File: src/logic/nibble_data_pkg.sv
// Register map, field layout and reset values of the nibble data words
package nibble_data_pkg;
    // ------------------------------------------------------------------
    // Register byte addresses
    // ------------------------------------------------------------------
    localparam logic [11:0] addr_control = 12'h000;
    localparam logic [11:0] addr_data_low = 12'h004;
    localparam logic [11:0] addr_data_high = 12'h008;
    localparam int addr_msb = 11;
    localparam int word_width = 16;
    // ------------------------------------------------------------------
    // Control register bit positions
    // ------------------------------------------------------------------
    localparam int ctl_receive_bit = 0;
    localparam int ctl_check_bit = 1;
    // ------------------------------------------------------------------
    // Nibble field positions (low bit of each field)
    // ------------------------------------------------------------------
    localparam int nib_hi_lsb = 12;
    localparam int nib_mh_lsb = 8;
    localparam int nib_ml_lsb = 4;
    localparam int nib_lo_lsb = 0;
    localparam int nib_width = 4;
    // ------------------------------------------------------------------
    // Reset values
    // ------------------------------------------------------------------
    localparam logic [15:0] data_reset = 16'h0000;
    localparam logic [1:0] control_reset = 2'h0;
    localparam logic [31:0] read_zero = 32'h0000_0000;
endpackage

File: src/logic/nibble_data_regs.sv
// APB register block holding one frame's status, data and check nibbles
//
// Functional notes
// - Low word: nibbles four, five, six, check
// - High word: status, nibbles one, two, three
// - Receive mode makes every nibble read-only
// - Transmit with auto check locks check nibble
//
// The APB interface to the registers and the register addresses were chosen for this implementation.
`timescale 1ns/1ps
module nibble_data_regs
    import nibble_data_pkg::*;
(
    // APB clock and reset
    input wire logic pclk,
    input wire logic presetn,
    // APB request
    input wire logic psel,
    input wire logic penable,
    input wire logic pwrite,
    input wire logic [11:0] paddr,
    input wire logic [31:0] pwdata,
    input wire logic [3:0] pstrb,
    // APB answer
    output logic [31:0] prdata,
    output logic pready,
    output logic pslverr,
    // Mode levels toward the frame engine
    output logic receive_mode_enable,
    output logic auto_check_enable,
    // Receive path loads a captured frame
    input wire logic rx_load,
    input wire logic [15:0] rx_data_low,
    input wire logic [15:0] rx_data_high
);

    typedef struct packed {
        logic [15:0] data_low;
        logic [15:0] data_high;
        logic receive_en;
        logic check_en;
        logic [31:0] rdata;
        logic ready;
        logic err;
    } state_s;

    state_s st;
    state_s next_st;

    logic setup;
    logic wr;
    logic hit;
    logic [15:0] wmask_low;
    logic [15:0] wmask_high;
    logic [15:0] lane_mask;

    // ------------------------------------------------------------------
    // Decode of the setup phase
    // ------------------------------------------------------------------
    assign setup = psel && !penable;
    assign wr = setup && pwrite;
    assign hit = (paddr == addr_control) || (paddr == addr_data_low)
        || (paddr == addr_data_high);
    assign lane_mask = {{8{pstrb[1]}}, {8{pstrb[0]}}};

    // Write masks follow the mode: receive locks all, auto check locks CRC
    always_comb begin
        wmask_low = 16'hFFFF;
        wmask_high = 16'hFFFF;
        if (st.receive_en) begin
            wmask_low = 16'h0000;
            wmask_high = 16'h0000;
        end else if (st.check_en) begin
            wmask_low[nib_lo_lsb +: nib_width] = 4'h0;
        end
        wmask_low = wmask_low & lane_mask;
        wmask_high = wmask_high & lane_mask;
    end

    // Next state: zero-wait-state APB slave plus field update
    always_comb begin
        next_st = st;
        next_st.ready = 1'b0;
        next_st.err = 1'b0;
        if (rx_load && st.receive_en) begin
            next_st.data_low = rx_data_low;
            next_st.data_high = rx_data_high;
        end
        if (setup) begin
            next_st.ready = 1'b1;
            next_st.err = !hit;
            next_st.rdata = read_zero;
            if (!pwrite) begin
                unique case (paddr)
                    addr_control: begin
                        next_st.rdata[ctl_receive_bit] = st.receive_en;
                        next_st.rdata[ctl_check_bit] = st.check_en;
                    end
                    addr_data_low: begin
                        next_st.rdata[word_width-1:0] = st.data_low;
                    end
                    addr_data_high: begin
                        next_st.rdata[word_width-1:0] = st.data_high;
                    end
                    default: begin
                        next_st.rdata = read_zero;
                    end
                endcase
            end
        end
        if (wr) begin
            unique case (paddr)
                addr_control: begin
                    if (pstrb[0]) begin
                        next_st.receive_en = pwdata[ctl_receive_bit];
                        next_st.check_en = pwdata[ctl_check_bit];
                    end
                end
                addr_data_low: begin
                    // Locked bits keep the loaded frame, so capture wins
                    next_st.data_low = (next_st.data_low & ~wmask_low)
                        | (pwdata[word_width-1:0] & wmask_low);
                end
                addr_data_high: begin
                    next_st.data_high = (next_st.data_high & ~wmask_high)
                        | (pwdata[word_width-1:0] & wmask_high);
                end
                default: begin
                    next_st.ready = 1'b1;
                end
            endcase
        end
    end

    // State register
    always_ff @(posedge pclk or negedge presetn) begin
        if (!presetn) begin
            st.data_low <= data_reset;
            st.data_high <= data_reset;
            st.receive_en <= control_reset[ctl_receive_bit];
            st.check_en <= control_reset[ctl_check_bit];
            st.rdata <= read_zero;
            st.ready <= 1'b0;
            st.err <= 1'b0;
        end else begin
            st <= next_st;
        end
    end

    // ------------------------------------------------------------------
    // Outputs straight from flip-flops
    // ------------------------------------------------------------------
    assign prdata = st.rdata;
    assign pready = st.ready;
    assign pslverr = st.err;
    assign receive_mode_enable = st.receive_en;
    assign auto_check_enable = st.check_en;

    // ------------------------------------------------------------------
    // Assertions
    // ------------------------------------------------------------------
    property p_rx_locks_low;
        @(posedge pclk) disable iff (!presetn)
        (wr && paddr == addr_data_low && st.receive_en && !rx_load)
            |=> $stable(st.data_low);
    endproperty
    a_rx_locks_low: assert property (p_rx_locks_low)
        else $error("low word changed by write in receive mode");

    property p_rx_locks_high;
        @(posedge pclk) disable iff (!presetn)
        (wr && paddr == addr_data_high && st.receive_en && !rx_load)
            |=> $stable(st.data_high);
    endproperty
    a_rx_locks_high: assert property (p_rx_locks_high)
        else $error("high word changed by write in receive mode");

    property p_crc_locked;
        @(posedge pclk) disable iff (!presetn)
        (wr && paddr == addr_data_low && !st.receive_en && st.check_en)
            |=> st.data_low[nib_lo_lsb +: nib_width]
            == $past(st.data_low[nib_lo_lsb +: nib_width]);
    endproperty
    a_crc_locked: assert property (p_crc_locked)
        else $error("check nibble written while auto check on");

    property p_tx_data_writable;
        @(posedge pclk) disable iff (!presetn)
        (wr && paddr == addr_data_low && !st.receive_en && pstrb[1])
            |=> st.data_low[15:8] == $past(pwdata[15:8]);
    endproperty
    a_tx_data_writable: assert property (p_tx_data_writable)
        else $error("data nibbles not written in transmit mode");

    property p_tx_full_write;
        @(posedge pclk) disable iff (!presetn)
        (wr && paddr == addr_data_low && !st.receive_en && !st.check_en
            && pstrb[0]) |=> st.data_low[7:0] == $past(pwdata[7:0]);
    endproperty
    a_tx_full_write: assert property (p_tx_full_write)
        else $error("check nibble not writable without auto check");

    property p_read_low;
        @(posedge pclk) disable iff (!presetn)
        (setup && !pwrite && paddr == addr_data_low)
            |=> prdata == {16'h0000, $past(st.data_low)} && pready;
    endproperty
    a_read_low: assert property (p_read_low)
        else $error("low word read data wrong");

    property p_read_high;
        @(posedge pclk) disable iff (!presetn)
        (setup && !pwrite && paddr == addr_data_high)
            |=> prdata[nib_hi_lsb +: nib_width]
            == $past(st.data_high[nib_hi_lsb +: nib_width]) && pready;
    endproperty
    a_read_high: assert property (p_read_high)
        else $error("status nibble read data wrong");

    property p_ready_once;
        @(posedge pclk) disable iff (!presetn)
        pready |=> !pready;
    endproperty
    a_ready_once: assert property (p_ready_once)
        else $error("pready held longer than one cycle");

    property p_unmapped;
        @(posedge pclk) disable iff (!presetn)
        (setup && !hit) |=> pslverr && pready;
    endproperty
    a_unmapped: assert property (p_unmapped)
        else $error("unmapped access not flagged");

    property p_rx_load_low;
        @(posedge pclk) disable iff (!presetn)
        (rx_load && st.receive_en) |=> st.data_low == $past(rx_data_low);
    endproperty
    a_rx_load_low: assert property (p_rx_load_low)
        else $error("captured low word not loaded");

    property p_rx_load_high;
        @(posedge pclk) disable iff (!presetn)
        (rx_load && st.receive_en) |=> st.data_high == $past(rx_data_high);
    endproperty
    a_rx_load_high: assert property (p_rx_load_high)
        else $error("captured high word not loaded");

    property p_tx_high_upper;
        @(posedge pclk) disable iff (!presetn)
        (wr && paddr == addr_data_high && !st.receive_en && pstrb[1])
            |=> st.data_high[nib_hi_lsb +: nib_width]
            == $past(pwdata[nib_hi_lsb +: nib_width]);
    endproperty
    a_tx_high_upper: assert property (p_tx_high_upper)
        else $error("status nibble not written in transmit mode");

    property p_tx_high_lower;
        @(posedge pclk) disable iff (!presetn)
        (wr && paddr == addr_data_high && !st.receive_en && pstrb[0])
            |=> st.data_high[nib_lo_lsb +: nib_width]
            == $past(pwdata[nib_lo_lsb +: nib_width]);
    endproperty
    a_tx_high_lower: assert property (p_tx_high_lower)
        else $error("third data nibble not written in transmit mode");

    property p_lane_keep;
        @(posedge pclk) disable iff (!presetn)
        (wr && paddr == addr_data_low && !pstrb[1] && !st.receive_en)
            |=> $stable(st.data_low[nib_hi_lsb +: nib_width]);
    endproperty
    a_lane_keep: assert property (p_lane_keep)
        else $error("byte without strobe was written");

    property p_read_control;
        @(posedge pclk) disable iff (!presetn)
        (setup && !pwrite && paddr == addr_control)
            |=> prdata[ctl_receive_bit] == $past(st.receive_en)
            && prdata[ctl_check_bit] == $past(st.check_en);
    endproperty
    a_read_control: assert property (p_read_control)
        else $error("control read data wrong");

    property p_ctl_write;
        @(posedge pclk) disable iff (!presetn)
        (wr && paddr == addr_control && pstrb[0])
            |=> receive_mode_enable == $past(pwdata[ctl_receive_bit])
            && auto_check_enable == $past(pwdata[ctl_check_bit]);
    endproperty
    a_ctl_write: assert property (p_ctl_write)
        else $error("mode bits not written");

    property p_idle_no_ready;
        @(posedge pclk) disable iff (!presetn)
        !setup |=> !pready && !pslverr;
    endproperty
    a_idle_no_ready: assert property (p_idle_no_ready)
        else $error("answer without a setup phase");

    property p_mapped_ok;
        @(posedge pclk) disable iff (!presetn)
        (setup && hit) |=> !pslverr;
    endproperty
    a_mapped_ok: assert property (p_mapped_ok)
        else $error("mapped access flagged as error");

    property p_unmapped_quiet;
        @(posedge pclk) disable iff (!presetn)
        (wr && !hit && !(rx_load && st.receive_en))
            |=> $stable(st.data_low) && $stable(st.data_high)
            && $stable(st.receive_en) && $stable(st.check_en);
    endproperty
    a_unmapped_quiet: assert property (p_unmapped_quiet)
        else $error("unmapped write changed state");

    c_rx_write: cover property (@(posedge pclk) disable iff (!presetn)
        wr && st.receive_en);
    c_crc_lock: cover property (@(posedge pclk) disable iff (!presetn)
        wr && paddr == addr_data_low && st.check_en && !st.receive_en);
    c_read_high: cover property (@(posedge pclk) disable iff (!presetn)
        setup && !pwrite && paddr == addr_data_high);
    c_rx_collide: cover property (@(posedge pclk) disable iff (!presetn)
        wr && rx_load && st.receive_en);
    c_unmapped: cover property (@(posedge pclk) disable iff (!presetn)
        setup && !hit);
endmodule

File: config.mk
export PLATFORM = sky130hd
export DESIGN_NAME = nibble_data_regs
export DESIGN_NICKNAME = d
export VERILOG_FILES = /design/src/logic/nibble_data_pkg.sv /design/src/logic/nibble_data_regs.sv
export SDC_FILE = /design/constraint.sdc
export NUM_CORES = 1
export LEC_CHECK = 0
export BUFFER_PORTS_ARGS = -buffer_cell sky130_fd_sc_hd__clkbuf_2
export CORE_MARGIN = 2
export CORE_UTILIZATION = 48
export DETAILED_ROUTE_END_ITERATION = 10
export GPL_ROUTABILITY_DRIVEN = 0
export PLACE_DENSITY = 0.93
export SLEW_MARGIN = 20
export SYNTH_ARGS = -nofsm -noshare
export SYNTH_HDL_FRONTEND = slang
export SYNTH_SLANG_ARGS = --single-unit
File: constraint.sdc
create_clock -name pclk -period 2 [get_ports pclk]
set_clock_uncertainty 0.15 [all_clocks]
set_input_delay 0.3 -clock pclk [delete_from_list [all_inputs] [get_ports pclk]]
set_output_delay 0.3 -clock pclk [all_outputs]
set_load 0.05 [all_outputs]
After elaboration in Yosys (flattened, before gate mapping). Index checks and enable logic that the tools add are counted.

Bitwise gates (word level): 10. Reduce and logical (&&, ||, !) cells: 10. Equality and inequality tests: 2. Mux-type cells: 16.

Operators by type and width (number): 16-bit bitwise AND (6); 16-bit two-way mux (4); 34-bit two-way mux (1); 32-bit two-way mux (1); 16-bit NOT (2); 16-bit OR (2); 14-bit one-hot mux with 2 select lines (1); 12-bit by 3-bit equality test with 1-bit output (second input constant) (1); 12-bit by 4-bit equality test with 1-bit output (second input constant) (1); 12-bit logical NOT (1); 12-bit two-way mux (1); 4-bit two-way mux (2); 2-bit two-way mux (3); 2-bit one-hot mux with 3 select lines (1); 1-bit logical AND (3); 3-bit AND reduction (1); 3-bit OR reduction (1); 1-bit logical NOT (2); 1-bit logical OR (2); 1-bit two-way mux (2).

Bits in registers: 52. Output and inout port bits: 36. Input bits: 86.

Logic depth before layout (Yosys ltp).
Depth in word-level cells: 8. Gate-level depth with buffers: 7. Gate-level depth less buffers: 5.

Worst setup path after synthesis. OpenSTA, ideal clock, no wires.

Path kind: register to register. Start point: reg st, in the netlist receive_mode_enable. End point: reg st[49] (netlist name). Setup slack: -0.124 ns. Stages on the path, launching flop included: 6. Period minus slack after synthesis: 2.124 ns. Required time: 1.725 ns. Arrival time: 1.849 ns. Buffers on the path: 2. Path through: dfrtp_1 nand2_1 buf_2 clkbuf_1 mux2i_1 a21oi_1.

RTL lines: from (decl) (line nibble_data_regs.sv:47) `state_s st;`; from (signal assigned) (line nibble_data_regs.sv:146) `st <= next_st;`.

Worst setup path in the final report.
Start point: in paddr[5]. End point: reg st, in the netlist prdata[0].

Longest elaborated chain between the ends: 3. Elaborated cells between the ends (all ways): 5. Those cells by class: eq/ne: 2; mux: 2; reduce/logical: 1.

Ends and longest elaborated chain: from (decl) (line nibble_data_regs.sv:21) `input wire logic [11:0] paddr,`; 12-bit by 4-bit equality test with 1-bit output, or another cell as far along (line nibble_data_regs.sv:94) `unique case (paddr)`; 2-bit one-hot mux with 3 select lines * (line nibble_data_regs.sv:94); 16-bit two-way mux * (line nibble_data_regs.sv:93) `if (!pwrite) begin`.

Every way passes the cells marked *; elsewhere a longest branch is shown, timed or not. A chain may end at the register's enable or synchronous reset.

==> run metrics <==
Fin. Hold Viols=0; CTS tree=built; max-slew violation count=0; P_sw=530.0 uW; Setup violations, final=0; total clock sinks=52; hold wc startpoint=pwdata[2]; max frequency=541.0 MHz; P_leak=0.001817 uW; Comb pwr share=0.114; Clock Path Buffers=2; clk_lat worst skew=310 ps; sequential fraction of the synthesis area=0.4598; DRC=0; worst reg2reg path depth=4; RSZ-0062 raised after global routing=false; CTS Root Cell=clkbuf_8; Site Rows=27; first-pass GRT wire length=11.27 mm; MaxCap Viol Count=0; Via Count=2262; Port Buffer Count=87; clock transition time at the flip-flop clock pins of the worst setup and hold paths=100 ps; Flop pwr share=0.520; Internal=1506 uW; Mapped Cells=259; largest net degree at the start of global routing=33; io pins=122; antenna violations before repair=0; core area=5608 um^2; drt pass-1 iters=5; Die ar.=6526 um^2; final net count=426; min Tclk post-route=1848 ps; Sw Ratio=0.2604; worst endpoint data arrival time=1940 ps; Util after Layout=0.6020; grt total ovfl=0; crit path capture type=register; hold depth=2; worst endpoint required time=2090 ps; routed wire length per instance=17.17 um; CP cell instances=clkbuf_2 > or4_4 > or4b_4 > or3_1 > o21ai_1; post-synthesis cell area=2830 um^2; syn avg cell area=10.93 um^2; worst-path fanout max=6; Hold Crit Class=input pin to register; Clock power frac=0.366; total wire length=7.092 mm; pwr dens=603.0 nW/um^2; die width=80.79 um; Post-DRT Antenna Nets=0; initial drt markers=134; status=complete, no violations; Antenna Cells=0; CP Class=input pin to register; layout cells sized above 1=0.4370; CTS buffer count=5; CP top delay family=simple AND/OR/NAND/NOR gates; Worst path max stage delay=590 ps; GRT Util Overall=0.2300; vias per cell=5.477; Final Power=2036 uW; CP Buf/Inv Count=1; Setup Buffers After CTS=0; CP max-delay cell=or4_4; Initial Util=0.5047; vias in the first global route=2292; Reg2Reg Setup Slack=160 ps; relative slew slack=0.6106; hold endpoint=st[38]; Slew @ Worst Pin=584.0 ps; Layout Area Growth over Synthesis=19.28%; Yosys cell types=33; H-Tree Depth=2; hpwl dp=5.421 mm; VDD IR max=0.3357 mV; startpoint types=input pin; YS warnings=0; Die Ht=80.79 um; synthesized flop and latch total=52; RR Endpoint=st[43]; final period utilization=0.9242; reg-to-reg startpoint=receive_mode_enable
==> cell usage in the layout (no fill, tap or decap), types with 3 or more instances in the layout <==
cell type,instances
a22oi_1,14
dfrtp_1,52
clkbuf_2,87
nor3_1,17
o21ai_1,12
mux2_2,31
clkbuf_8,5
mux2i_1,18
nand2_1,18
nor2_1,4
conb_1,16
buf_4,15
a21oi_1,18
mux2_1,3
o21ai_0,4
==> metrics by stage <==
stage	cell area, um^2	setup TNS, ps	cells	setup slack [ps]	hold slack, ps
after floorplan	2889	-60.89	274	-30.45	-145.6
after global placement	3251	-487.3	404	-138.8	153.7
after detailed placement	3251	-2594	404	-168.9	165.6
after CTS	3376	0	413	153.3	75.43
after global routing	3376	0	413	74.06	77.45
final	3376	0	413	151.6	74.34
==> how the worst max path moves through the flow <==
stage	from	to	depth (start not counted)
2_1_floorplan	paddr[5]	prdata[0]	4
3_3_place_gp	paddr[5]	prdata[1]	5
3_5_place_dp	paddr[5]	prdata[0]	5
4_1_cts	paddr[5]	prdata[0]	5
5_1_grt	paddr[5]	prdata[1]	5
6_report	paddr[5]	prdata[0]	5
==> final cells by class <==
cell class / count / area (um^2)
tap: 72 / 90.09
clock buffer: 5 / 68.82
clock inverter: 3 / 46.29
multi-input combinational: 175 / 1284
sequential: 52 / 1301
inverter: 2 / 7.507
fill: 457 / 2232
timing repair buffer: 104 / 578.1
==> per-layer routing <==
metal / wire length [um] / track usage
met3: 460 / 0.04222
met4: 293 / 0.1017
met2: 3552 / 0.3908
met1: 2786 / 0.2880
met5: 0 / 0
==> cell families after synthesis <==
logic type	after synthesis	share of synthesized area
simple gates	58	0.1340
mux	52	0.1989
flops	52	0.4598
compound gates	49	0.09947
buf+inv	47	0.1065
other cells	1	0.001325
==> power groups by stage <==
stage	registers (uW)	logic, uW	clock network, uW
2_1_floorplan	1090	124	0
3_3_place_gp	1080	224	0
3_5_place_dp	1080	229	0
4_1_cts	1060	232	749
5_1_grt	1060	252	788
6_report	1060	231	745
==> synth_stat cells <==
| cell type | n | area share |
|---|---|---|
| nand4_1 | 1 | 0.0022 |
| nand4_2 | 1 | 0.0044 |
| or4_1 | 2 | 0.0053 |
| a21oi_1 | 18 | 0.032 |
| nand4b_1 | 1 | 0.0031 |
| or4b_4 | 1 | 0.0049 |
| o21ai_1 | 12 | 0.021 |
| mux2_1 | 3 | 0.012 |
| clkbuf_1 | 8 | 0.011 |
| and3_1 | 1 | 0.0022 |
| inv_1 | 2 | 0.0027 |
| buf_1 | 1 | 0.0013 |
| nand3_1 | 1 | 0.0018 |
| nor4b_4 | 2 | 0.017 |
| conb_1 | 1 | 0.0013 |
| o21ai_0 | 4 | 0.0071 |
| nor4_4 | 1 | 0.0075 |
| mux2_2 | 31 | 0.12 |
| buf_4 | 32 | 0.085 |
| nor3_1 | 17 | 0.030 |
| mux2i_1 | 18 | 0.064 |
| nor2b_1 | 1 | 0.0022 |
| a31oi_1 | 1 | 0.0022 |
| nand4_4 | 1 | 0.0075 |
| buf_2 | 4 | 0.0071 |
| a22oi_1 | 14 | 0.037 |
| and4_1 | 2 | 0.0062 |
| nand2b_1 | 1 | 0.0022 |
| nor2_1 | 4 | 0.0053 |
| or3_1 | 2 | 0.0044 |
| dfrtp_1 | 52 | 0.46 |
| nand2_1 | 18 | 0.024 |
| or4_4 | 1 | 0.0040 |
==> flip-flops by register name, indices dropped and copies added, names as in the netlist <==
signal               cells
auto_check_enable        1
receive_mode_enable      1
pslverr                  1
prdata                  16
pready                   1
st                      32
==> repair_timing <==
item                       4_1_cts  5_1_grt
resized for setup                0        0
setup endpoints to repair        0        0
hold buffers                     1        0
hold endpoints to repair        20        0
Note: power is estimated with default switching activity, not from simulation.
